===== config.mk =====
export PLATFORM = sky130hd
export DESIGN_NAME = epw_host
export DESIGN_NICKNAME = d
export VERILOG_FILES = /design/src/epw_pkg.sv /design/src/epw_host.sv /design/src/epw_fifo.sv
export SDC_FILE = /design/constraint.sdc
export NUM_CORES = 1
export LEC_CHECK = 0
export BUFFER_PORTS_ARGS = -buffer_cell sky130_fd_sc_hd__buf_2
export CORE_MARGIN = 2
export CORE_UTILIZATION = 47
export DETAILED_ROUTE_END_ITERATION = 8
export MAX_ROUTING_LAYER = met4
export PLACE_DENSITY_LB_ADDON = 0.12
export SLEW_MARGIN = 10
export SYNTH_ARGS = -nofsm -noshare
export SYNTH_HDL_FRONTEND = slang
export SYNTH_SLANG_ARGS = --single-unit

===== constraint.sdc =====
create_clock -name mclk -period 3.7 [get_ports mclk]
set_clock_uncertainty 0.2 [all_clocks]
set_input_delay 0.555 -clock mclk [delete_from_list [all_inputs] [get_ports mclk]]
set_output_delay 0.555 -clock mclk [all_outputs]
set_load 0.005 [all_outputs]

===== src/epw_pkg.sv =====
// package: pin bundles, timing constants and commands for the eeprom host
package epw_pkg;

  localparam int ADDR_W = 13;
  localparam int DATA_W = 8;
  localparam int PAGE_LSB = 6;
  localparam int PAGE_BYTES = 64;
  localparam int CLK_PERIOD_NS = 50;
  // internal write time, max, in microseconds
  localparam int INTERNAL_WRITE_TIME_US = 5000;
  localparam int WRITE_WAIT_CYC =
    (INTERNAL_WRITE_TIME_US * 1000 + CLK_PERIOD_NS - 1) / CLK_PERIOD_NS;
  // read access time, max, in nanoseconds, slowest grade
  localparam int READ_ACCESS_NS = 120;
  localparam int READ_CYC =
    (READ_ACCESS_NS + CLK_PERIOD_NS - 1) / CLK_PERIOD_NS;
  // strobe pulse width, min, in nanoseconds
  localparam int STROBE_NS = 50;
  localparam int STROBE_CYC = (STROBE_NS + CLK_PERIOD_NS - 1) / CLK_PERIOD_NS;
  // release delay before the bus may be driven again
  localparam int OUTPUT_RELEASE_DELAY_NS = 30;
  localparam int RELEASE_CYC =
    (OUTPUT_RELEASE_DELAY_NS + CLK_PERIOD_NS - 1) / CLK_PERIOD_NS;
  localparam int TOGGLE_BIT = 6;
  localparam int POLL_BIT = 7;

  typedef enum logic [1:0] {
    EPW_CMD_READ,
    EPW_CMD_WRITE,
    EPW_CMD_POLL
  } epw_cmd_t;

  // user request: command, address, data, last byte of a page
  typedef struct packed {
    epw_cmd_t cmd;
    logic [ADDR_W-1:0] addr;
    logic [DATA_W-1:0] data;
    logic last;
  } epw_req_t;

  // memory pins, strobes active low
  typedef struct packed {
    logic ce_n;
    logic oe_n;
    logic we_n;
    logic [ADDR_W-1:0] addr;
    logic [DATA_W-1:0] dq_out;
    logic dq_oe;
  } epw_pins_t;

endpackage


===== src/epw_host.sv =====
// host controller driving a byte-wide eeprom: reads, page writes, polling
`timescale 1ns/100ps
module epw_host #(
  parameter int FIFO_DEPTH = 32,
  parameter int WRITE_WAIT = epw_pkg::WRITE_WAIT_CYC,
  parameter bit USE_POLL = 1'b1
) (
  // clock and reset
  input wire logic mclk,
  input wire logic rst,
  // request stream
  input wire logic req_valid,
  output logic req_ready,
  input wire epw_pkg::epw_req_t req,
  // read answer and status
  output logic rsp_valid,
  output logic [epw_pkg::DATA_W-1:0] rsp_data,
  output logic busy,
  output logic page_error,
  // memory pins
  output logic mem_ce_n,
  output logic mem_oe_n,
  output logic mem_we_n,
  output logic [epw_pkg::ADDR_W-1:0] mem_addr,
  output logic [epw_pkg::DATA_W-1:0] mem_dq_out,
  output logic mem_dq_oe,
  input wire logic [epw_pkg::DATA_W-1:0] mem_dq_in
);
  localparam int REQ_W = $bits(epw_pkg::epw_req_t);
  localparam int CW = $clog2(WRITE_WAIT + 1);

  if (WRITE_WAIT < 1)
  begin
    $error("write wait must be at least one cycle");
  end

  typedef enum logic [2:0] {
    EPW_IDLE,
    EPW_READ,
    EPW_WSTROBE,
    EPW_RECOVER,
    EPW_WAIT,
    EPW_POLL
  } epw_state_t;

  typedef struct packed {
    epw_state_t state;
    logic [CW-1:0] cnt;
    epw_pkg::epw_pins_t pins;
    logic in_page;
    logic [epw_pkg::ADDR_W-1:epw_pkg::PAGE_LSB] page;
    logic [epw_pkg::DATA_W-1:0] last_data;
    logic [epw_pkg::ADDR_W-1:0] last_addr;
    logic poll_read;
    logic have_prev;
    logic prev_tog;
    logic rsp_valid;
    logic [epw_pkg::DATA_W-1:0] rsp_data;
    logic page_error;
  } epw_host_st_t;

  epw_host_st_t st, next_st;
  epw_pkg::epw_req_t cur;
  logic cur_valid, take;
  localparam epw_pkg::epw_pins_t PINS_IDLE = '{
    ce_n: 1'b1, oe_n: 1'b1, we_n: 1'b1, addr: '0, dq_out: '0, dq_oe: 1'b0};

  epw_fifo #(
    .WIDTH(REQ_W),
    .DEPTH(FIFO_DEPTH)
  ) u_fifo (
    .mclk(mclk),
    .rst(rst),
    .in_valid(req_valid),
    .in_ready(req_ready),
    .in_data(req),
    .out_valid(cur_valid),
    .out_ready(take),
    .out_data(cur)
  );

  // a request is taken only from idle, so cycles outside EPW_IDLE stall the fifo
  assign take = (st.state == EPW_IDLE) && cur_valid;

  always_comb
  begin
    next_st = st;
    next_st.rsp_valid = 1'b0;
    next_st.cnt = (st.cnt != '0) ? st.cnt - 1'b1 : st.cnt;
    unique case (st.state)
      EPW_IDLE:
      begin
        next_st.pins = PINS_IDLE;
        if (take)
        begin
          next_st.pins.addr = cur.addr;
          next_st.pins.ce_n = 1'b0;
          if (cur.cmd == epw_pkg::EPW_CMD_WRITE)
          begin
            // page bits must match the open page
            if (st.in_page && cur.addr[epw_pkg::ADDR_W-1:epw_pkg::PAGE_LSB]
                != st.page)
              next_st.page_error = 1'b1;
            else
              next_st.page_error = 1'b0;
            if (st.in_page)
              next_st.pins.addr[epw_pkg::ADDR_W-1:epw_pkg::PAGE_LSB] =
                st.page;
            else
              next_st.page = cur.addr[epw_pkg::ADDR_W-1:epw_pkg::PAGE_LSB];
            next_st.in_page = !cur.last;
            next_st.pins.we_n = 1'b0;
            next_st.pins.dq_out = cur.data;
            next_st.pins.dq_oe = 1'b1;
            next_st.last_data = cur.data;
            next_st.last_addr = next_st.pins.addr;
            next_st.cnt = CW'(epw_pkg::STROBE_CYC);
            next_st.state = EPW_WSTROBE;
          end
          else
          begin
            // read or poll between page loads leaves the page open
            next_st.pins.oe_n = 1'b0;
            next_st.poll_read = cur.cmd == epw_pkg::EPW_CMD_POLL;
            next_st.cnt = CW'(epw_pkg::READ_CYC);
            next_st.state = EPW_READ;
          end
        end
      end
      EPW_READ, EPW_POLL:
      begin
        if (st.cnt <= 1)
        begin
          next_st.rsp_valid = st.state == EPW_READ;
          next_st.rsp_data = mem_dq_in;
          next_st.pins = PINS_IDLE;
          next_st.cnt = CW'(epw_pkg::RELEASE_CYC);
          next_st.poll_read = 1'b0;
          next_st.state = EPW_RECOVER;
          if (st.state == EPW_POLL)
          begin
            // done when bit 7 matches the written data and bit 6 stopped toggling
            next_st.have_prev = 1'b1;
            next_st.prev_tog = mem_dq_in[epw_pkg::TOGGLE_BIT];
            if (mem_dq_in[epw_pkg::POLL_BIT]
                == st.last_data[epw_pkg::POLL_BIT]
                && st.have_prev
                && mem_dq_in[epw_pkg::TOGGLE_BIT] == st.prev_tog)
              next_st.have_prev = 1'b0;
            else
              // strobes rise between polls: each is its own read cycle
              next_st.poll_read = 1'b1;
          end
        end
      end
      EPW_WSTROBE:
      begin
        if (st.cnt <= 1)
        begin
          next_st.pins.we_n = 1'b1;
          next_st.pins.ce_n = 1'b1;
          if (st.in_page)
          begin
            next_st.cnt = CW'(epw_pkg::STROBE_CYC);
            next_st.state = EPW_RECOVER;
          end
          else if (USE_POLL)
          begin
            next_st.have_prev = 1'b0;
            next_st.cnt = CW'(epw_pkg::STROBE_CYC);
            next_st.state = EPW_RECOVER;
            next_st.poll_read = 1'b1;
          end
          else
          begin
            next_st.cnt = CW'(WRITE_WAIT);
            next_st.state = EPW_WAIT;
          end
        end
      end
      EPW_RECOVER:
      begin
        next_st.pins.dq_oe = 1'b0;
        if (st.cnt <= 1)
        begin
          // closing write or unfinished poll: read the same byte again
          if (st.poll_read && !st.in_page)
          begin
            next_st.pins.ce_n = 1'b0;
            next_st.pins.oe_n = 1'b0;
            next_st.pins.addr = st.last_addr;
            next_st.cnt = CW'(epw_pkg::READ_CYC + epw_pkg::RELEASE_CYC);
            next_st.state = EPW_POLL;
          end
          else
          begin
            next_st.poll_read = 1'b0;
            next_st.state = EPW_IDLE;
          end
        end
      end
      EPW_WAIT:
      begin
        next_st.pins.dq_oe = 1'b0;
        if (st.cnt <= 1)
          next_st.state = EPW_IDLE;
      end
      default:
        next_st.state = EPW_IDLE;
    endcase
  end

  always_ff @(posedge mclk or posedge rst)
  begin
    if (rst)
    begin
      st <= '0;
      st.pins <= PINS_IDLE;
    end
    else
      st <= next_st;
  end

  always_ff @(posedge mclk or posedge rst)
  begin
    if (rst)
      busy <= 1'b0;
    else
      busy <= next_st.state != EPW_IDLE || next_st.in_page;
  end

  assign mem_ce_n = st.pins.ce_n;
  assign mem_oe_n = st.pins.oe_n;
  assign mem_we_n = st.pins.we_n;
  assign mem_addr = st.pins.addr;
  assign mem_dq_out = st.pins.dq_out;
  assign mem_dq_oe = st.pins.dq_oe;
  assign rsp_valid = st.rsp_valid;
  assign rsp_data = st.rsp_data;
  assign page_error = st.page_error;
endmodule


===== src/epw_fifo.sv =====
// synchronous fifo with valid/ready on both sides
`timescale 1ns/100ps
module epw_fifo #(
  parameter int WIDTH = 8,
  parameter int DEPTH = 32
) (
  // clock and reset
  input wire logic mclk,
  input wire logic rst,
  // fill side
  input wire logic in_valid,
  output logic in_ready,
  input wire logic [WIDTH-1:0] in_data,
  // drain side
  output logic out_valid,
  input wire logic out_ready,
  output logic [WIDTH-1:0] out_data
);
  localparam int AW = $clog2(DEPTH);

  if (DEPTH < 2 || (1 << AW) != DEPTH)
  begin
    $error("depth must be a power of two, at least 2");
  end

  typedef struct packed {
    logic [AW:0] wp;
    logic [AW:0] rp;
    logic [WIDTH-1:0] rdata;
    logic rvalid;
    logic rdy;
  } epw_fifo_st_t;

  logic [WIDTH-1:0] mem [DEPTH];
  epw_fifo_st_t st, next_st;
  logic full, empty, push, pop;

  // output register holds one word; memory refills it when drained
  assign full = (st.wp[AW] != st.rp[AW]) && (st.wp[AW-1:0] == st.rp[AW-1:0]);
  assign empty = st.wp == st.rp;
  // ready is registered so that it leaves the block straight from a flop
  assign in_ready = st.rdy;
  assign push = in_valid && !full;
  assign pop = !empty && (!st.rvalid || out_ready);
  assign out_valid = st.rvalid;
  assign out_data = st.rdata;

  always_comb
  begin
    next_st = st;
    if (push)
      next_st.wp = st.wp + 1'b1;
    if (pop)
    begin
      next_st.rp = st.rp + 1'b1;
      next_st.rdata = mem[st.rp[AW-1:0]];
      next_st.rvalid = 1'b1;
    end
    else if (out_ready)
      next_st.rvalid = 1'b0;
    next_st.rdy = (next_st.wp - next_st.rp) != (AW+1)'(DEPTH);
  end

  always_ff @(posedge mclk)
  begin
    if (push)
      mem[st.wp[AW-1:0]] <= in_data;
  end

  always_ff @(posedge mclk or posedge rst)
  begin
    if (rst)
      st <= '{rdy: 1'b1, default: '0};
    else
      st <= next_st;
  end
endmodule


# Word level (Yosys, flattened, before mapping)
# Memories as Yosys holds them, arrays and structs flattened.
# Index checks and enable logic that the tools add are counted.
# W data, S select, Z words.
[op_classes] muxes=42 n_div=0 bitwise=0 magnitude_cmp=1 reduce_logical=37 n_eq_ne=23 multipliers=0 n_shift=0 add_sub_neg=4
[op_table] cell="$mux W75" count=1
[op_table] cell="$pmux W18 S4" count=1
[op_table] cell="$mux W45" count=1
[op_table] cell="$pmux W13 S3" count=1
[op_table] cell="$mux W19" count=2
[op_table] cell="$mux W38" count=1
[op_table] cell="$mux W30" count=1
[op_table] cell="$mux W29" count=1
[op_table] cell="$mux W13" count=2
[op_table] cell="$mux W22" count=1
[op_table] cell="$mux W21" count=1
[op_table] cell="$le A17 B1 Y1 const B" count=1
[op_table] cell="$mux W17" count=1
[op_table] cell="$reduce_bool A17 Y1" count=1
[op_table] cell="$sub A17 B1 Y17 const B" count=1
[op_table] cell="$ne A2 B2 Y1 const B" count=8
[op_table] cell="$pmux W8 S2" count=1
[op_table] cell="$pmux W3 S5" count=1
[op_table] cell="$add A6 B1 Y6 const B" count=2
[op_table] cell="$mux W12" count=1
[op_table] cell="$reduce_bool A3 Y1" count=4
[op_table] cell="$mux W1" count=11
[op_table] cell="$reduce_and A5 Y1" count=2
[op_table] cell="$mux W3" count=3
[op_table] cell="32 further kinds" count=57
[totals] ff_bits=126 latchBits=0 mem_count=1 mem_bits_rw=768 inputBits=35 out_inout_bits=37 wordCells=132 rom_bits=0
[mem_list] name="u_fifo.mem" words=32 word_bits=24 rd=1 rd_ports_with_merged_regs=0 wr=1 line_no="epw_fifo.sv:34" text="logic [WIDTH-1:0] mem [DEPTH];"

# Longest topological paths before layout
[logic_depth] word_depth=7 ltp_mapped=16 mapped_depth_nobuf=14

# Modules after synthesis
# A second synthesis with hierarchy kept.
[unflattened] cells_unflattened=1822 area_unflattened_um2=35122.4
[modules_own_cells] module="epw_fifo" instances=1 cells_per_inst=1443 area_per_inst_um2=31453.9 seq_area_each_um2=24014.3
[modules_own_cells] module="epw_host" instances=1 cells_per_inst=379 area_per_inst_um2=3668.5 seq_area_each_um2=1855.5

# Least setup slack after synthesis
# OpenSTA, ideal clock, no wires.
[synth_path] kind="reg2reg" start="register u_fifo.st[30] (netlist bit)" end="register u_fifo.st (netlist bit u_fifo.in_ready)" stages_incl_launch_ff=17 setup_time_ps=84 t_required_ps=3416 period_less_slack_ps=3309 arrival_time_ps=3024 path_slack_ps=391 path_buffers=2 cell_sequence="dfrtp_1 -> buf_2 -> xnor2_1 -> nand3_1 -> or2_2 -> nor2_1 -> nor2_1 -> clkbuf_1 -> mux2i_1 -> ha_1 -> nor2b_1 -> o21a_1 -> o21a_1 -> nor2_1 -> nand3b_1 -> a221oi_1 -> nor2_1"
[synth_lines] item="start: declaration" line_no="epw_fifo.sv:35" text="epw_fifo_st_t st, next_st;"
[synth_lines] item="start signal: assignment" line_no="epw_fifo.sv:75" text="st <= next_st;"

==> results_dict.tcl <==
set metrics [dict create \
    ys_top_cells_by_area "edfxtp_1, mux4_2, dfrtp_1" \
    drv_cap 0 \
    post_drt_via_cell_ratio 5.94 \
    grt_pass1_wl_mm 121 \
    die_x_um 275 \
    synth_flop_cell "edfxtp_1" \
    design.final.nets 1849 \
    worst-r2r-setup-slack_ns 0.24 \
    worst_setup_hold_path_clk_slew_ns 0.06 \
    ys_types 60 \
    final_min_period_over_clock_period_pct 93.6 \
    place.detailed.hpwl_mm 45.7 \
    synth-edff-count 768 \
    final_routed_wire_length_divided_by_cell_count_um 29.2 \
    timing.critical_path.cells "xnor2_1, nand3_1, or2_2, nor2_2, nor2_4, buf_4, xor2_1, ha_1, nor2b_1, o21a_1, o21a_1, nor2_1, nand3b_1, a221oi_1, nor2_1" \
    post-route-drc-count 0 \
    reg2regPathDepth 15 \
    path_class "flip-flop to flip-flop" \
    clk_root_buffer_cell "clkbuf_16" \
    total_wire_length_mm 82.9 \
    power.static_leakage_nw 13.0 \
    mean_instance_size_in_the_synthesized_netlist_um2 20.7 \
    dr.first_iter.drc_count 1729 \
    io_buffers 71 \
    yosys.area.top_type "edfxtp_1" \
    tritoncts.num_buffers 92 \
    clock_tree_from_tritoncts "yes" \
    core.rowCount 99 \
    max_slew.worst_pin.slew_ns 1.12 \
    timing.final.hold_violations 0 \
    cp_depth 15 \
    hold_start "req_valid" \
    fin_cells 2841 \
    post_synth_inst_count 1676 \
    yosys_warnings 0 \
    grt_start_max_net_pins 117 \
    synth_fp_nets 1724 \
    netlist.area_leader.share_pct 66.6 \
    final_antenna_net_count 0 \
    status "finished clean" \
    postSynth.asyncResetShare_pct 12.7 \
    timing.rr.start "u_fifo.st[36]$_DFF_PP0_" \
    drive_gt1_share_pct 31.0 \
    multi_input_comb_area_mm2 0.00836 \
    via_count 16900 \
    htreeDepth 3 \
    layout-area-overhead-vs-synth_pct 14.5 \
    critPathLaunchType "flip-flop" \
    timing.final.crit_period_ns 3.46 \
    global_route.overflow_total 0 \
    fp.dieArea_mm2 0.0759 \
    synth.yosys.seq_area_share_pct 74.7 \
    clock_sink_count 880 \
    report.power.total_mw 28.5 \
    worst_path_dominant_cell_family "simple AND/OR/NAND/NOR gates" \
    core_mm2 0.0730 \
    fill_cells 5641 \
    timing.critical_path.slowest_stage_cell "dfrtp_1" \
    crit_path_start "u_fifo.st[36]$_DFF_PP0_" \
    num_io_pins 72 \
    routabilityCongestion 0.851 \
    starting_density_pct 47.5 \
    dpl.cell_count 2657 \
    grt_usage_pct 23.1 \
    worstPathMaxFanout 26 \
    first_pass_iters 5 \
    min-delay-path-class "primary input to flip-flop" \
    synth.cell_area_mm2 0.0346 \
    critical-path-max-stage-delay_ns 0.48 \
    grt_antenna_before_repair 2 \
    timing.hold.ws_ns 0.200 \
    regToRegEndpoint "u_fifo.in_ready$_DFF_PP1_" \
    worstSkewPairLatency_ns 0.64 \
    timing.final.max_slew_violations 0 \
    cp.buffers_inverters 1 \
    cp-end-kind "flip-flop" \
    sequential_cell_area_mm2 0.0259 \
    critPathCapture "u_fifo.in_ready$_DFF_PP1_" \
    synth.ff_latch_count 880 \
    holdPathStages 4 \
    power_density_mw_per_mm2 719 \
    cts_max_path_buffers 3 \
    final-setup-viol-count 0 \
    postCtsSetupBuffers 0 \
    max_freq_mhz 289 \
    ir_drop_mv 0.619 \
    grt_pass1_vias 17300 \
    maxSlewHeadroom_pct 25.4 \
    chipHeight_um 275 \
    required_worst_endpoint_ns 4.06 \
    critPathArrivalTime_ns 3.82 \
]
-- tightest hold or removal path, delay by kind of cell --
family | cells | cell delay, ns
compound gates | 2 | 0.25
buf+inv | 1 | 0.11
simple gates | 1 | 0.07
-- cell type report --
type	count	share of cell area, %
diodes	3	0.0189
clock buffers	116	6.27
clock inverters	56	1.51
inverters	15	0.151
multi-input cells	671	21.1
flip-flops and latches	880	65.3
well taps	959	3.03
repair buffers	141	2.66
-- worst min path at each step --
stage / to / slack, ns
final: u_fifo.st[37]$_DFF_PP0_ / 0.20
after global routing: u_fifo.mem[0][12]$_DFFE_PP_ / 0.22
after CTS: u_fifo.st[37]$_DFF_PP0_ / 0.16
after detailed placement: st[15]$_DFFE_PP0P_ / 0.26
after global placement: mem_oe_n$_DFFE_PP1P_ / 0.25
after floorplan: st[13]$_DFFE_PP0P_ / 0.25
-- where the power goes --
group          internal [mW]  switching [mW]  total [mW]
clock network           5.60            3.77        9.37
registers               11.8           0.575        12.4
logic                   3.23            3.57        6.79
-- flip-flops by register name, summed over array words and instances (netlist names) --
signal            flops
u_fifo.out_valid      1
mem_addr             13
mem_oe_n              1
page_error            1
mem_ce_n              1
u_fifo.mem          768
u_fifo.st            12
st                   38
busy                  1
rsp_valid             1
mem_we_n              1
u_fifo.in_ready       1
u_fifo.out_data      24
rsp_data              8
mem_dq_oe             1
mem_dq_out            8
-- per-layer routing --
layer | global-route usage, % | vias up | part of all wire, %
met5 | - | - | 0
met4 | 6.66 | 0 | 2.5
met2 | 36.2 | 540 | 49
met1 | 32.0 | 9118 | 43
li1 | - | 7081 | -
met3 | 3.20 | 140 | 5.4
-- logic make-up after synthesis --
family,count (synthesis),share of synthesized area (%)
flops,880,74.7
mux,284,16.9
simple gates,229,3.08
buf+inv,125,1.89
compound gates,107,1.96
xor+xnor,38,0.961
fa+ha+maj,13,0.470
-- metrics by stage --
stage / utilization (%) / setup slack, ns / setup TNS [ns] / area (um2)
2_1_floorplan: - / 0.391 / 0 / 34600
3_3_place_gp: 50.0 / 0.288 / 0 / 36500
3_5_place_dp: 50.0 / 0.253 / 0 / 36500
4_1_cts: 54.3 / 0.240 / 0 / 39600
5_1_grt: 54.3 / -0.00688 / -0.00688 / 39600
6_report: 54.3 / 0.237 / 0 / 39700
-- timing repair --
action / 4_1_cts / 5_1_grt
resized for setup: 0 / 2
endpoints found under the hold margin: 42 / 0
setup endpoints to repair: 0 / 1
hold buffers: 9 / 0
-- cell usage after synthesis (2+ instances only) --
| library cell | instances |
|---|---|
| or4_1 | 2 |
| a211oi_1 | 2 |
| xor2_1 | 10 |
| inv_1 | 14 |
| buf_6 | 2 |
| xnor2_1 | 28 |
| o31ai_1 | 8 |
| mux4_2 | 240 |
| mux2i_1 | 26 |
| o211ai_1 | 2 |
| buf_2 | 21 |
| nand4_1 | 5 |
| and3_2 | 2 |
| buf_4 | 33 |
| dfrtp_1 | 108 |
| nand3_1 | 8 |
| or3b_2 | 2 |
| or3_1 | 3 |
| clkbuf_1 | 48 |
| nand3b_1 | 3 |
| ha_1 | 13 |
| or2_2 | 4 |
| nor4_1 | 5 |
| nand2_1 | 63 |
| clkbuf_8 | 2 |
| nor2b_1 | 3 |
| a22o_1 | 10 |
| o21ai_0 | 18 |
| a22oi_1 | 15 |
| a21oi_1 | 37 |
| buf_1 | 4 |
| edfxtp_1 | 768 |
| mux2_2 | 18 |
| dfstp_2 | 4 |
| o22ai_1 | 2 |
| o21a_1 | 3 |
| nand2b_1 | 2 |
| nor2_1 | 96 |
| nor3_1 | 20 |
| a21o_1 | 2 |
-- placed cells by master, fill, tap and decap left out, types with 9 or more instances in the layout --
cell type and instances:
a21oi_1 37, a22o_1 10, a22oi_1 15, buf_12 12
buf_2 71, buf_4 49, bufinv_16 12, clkbuf_1 19
clkbuf_16 96, clkinv_1 23, clkinv_2 15, dfrtp_1 103
dlygate4sd3_1 9, edfxtp_1 768, ha_1 13, inv_1 13
mux2_2 18, mux2i_1 26, mux4_2 240, nand2_1 63
nor2_1 62, nor2_4 33, nor3_1 20, o21ai_0 17
xnor2_1 28, xor2_1 10
Note: power is estimated with default switching activity, not from simulation.
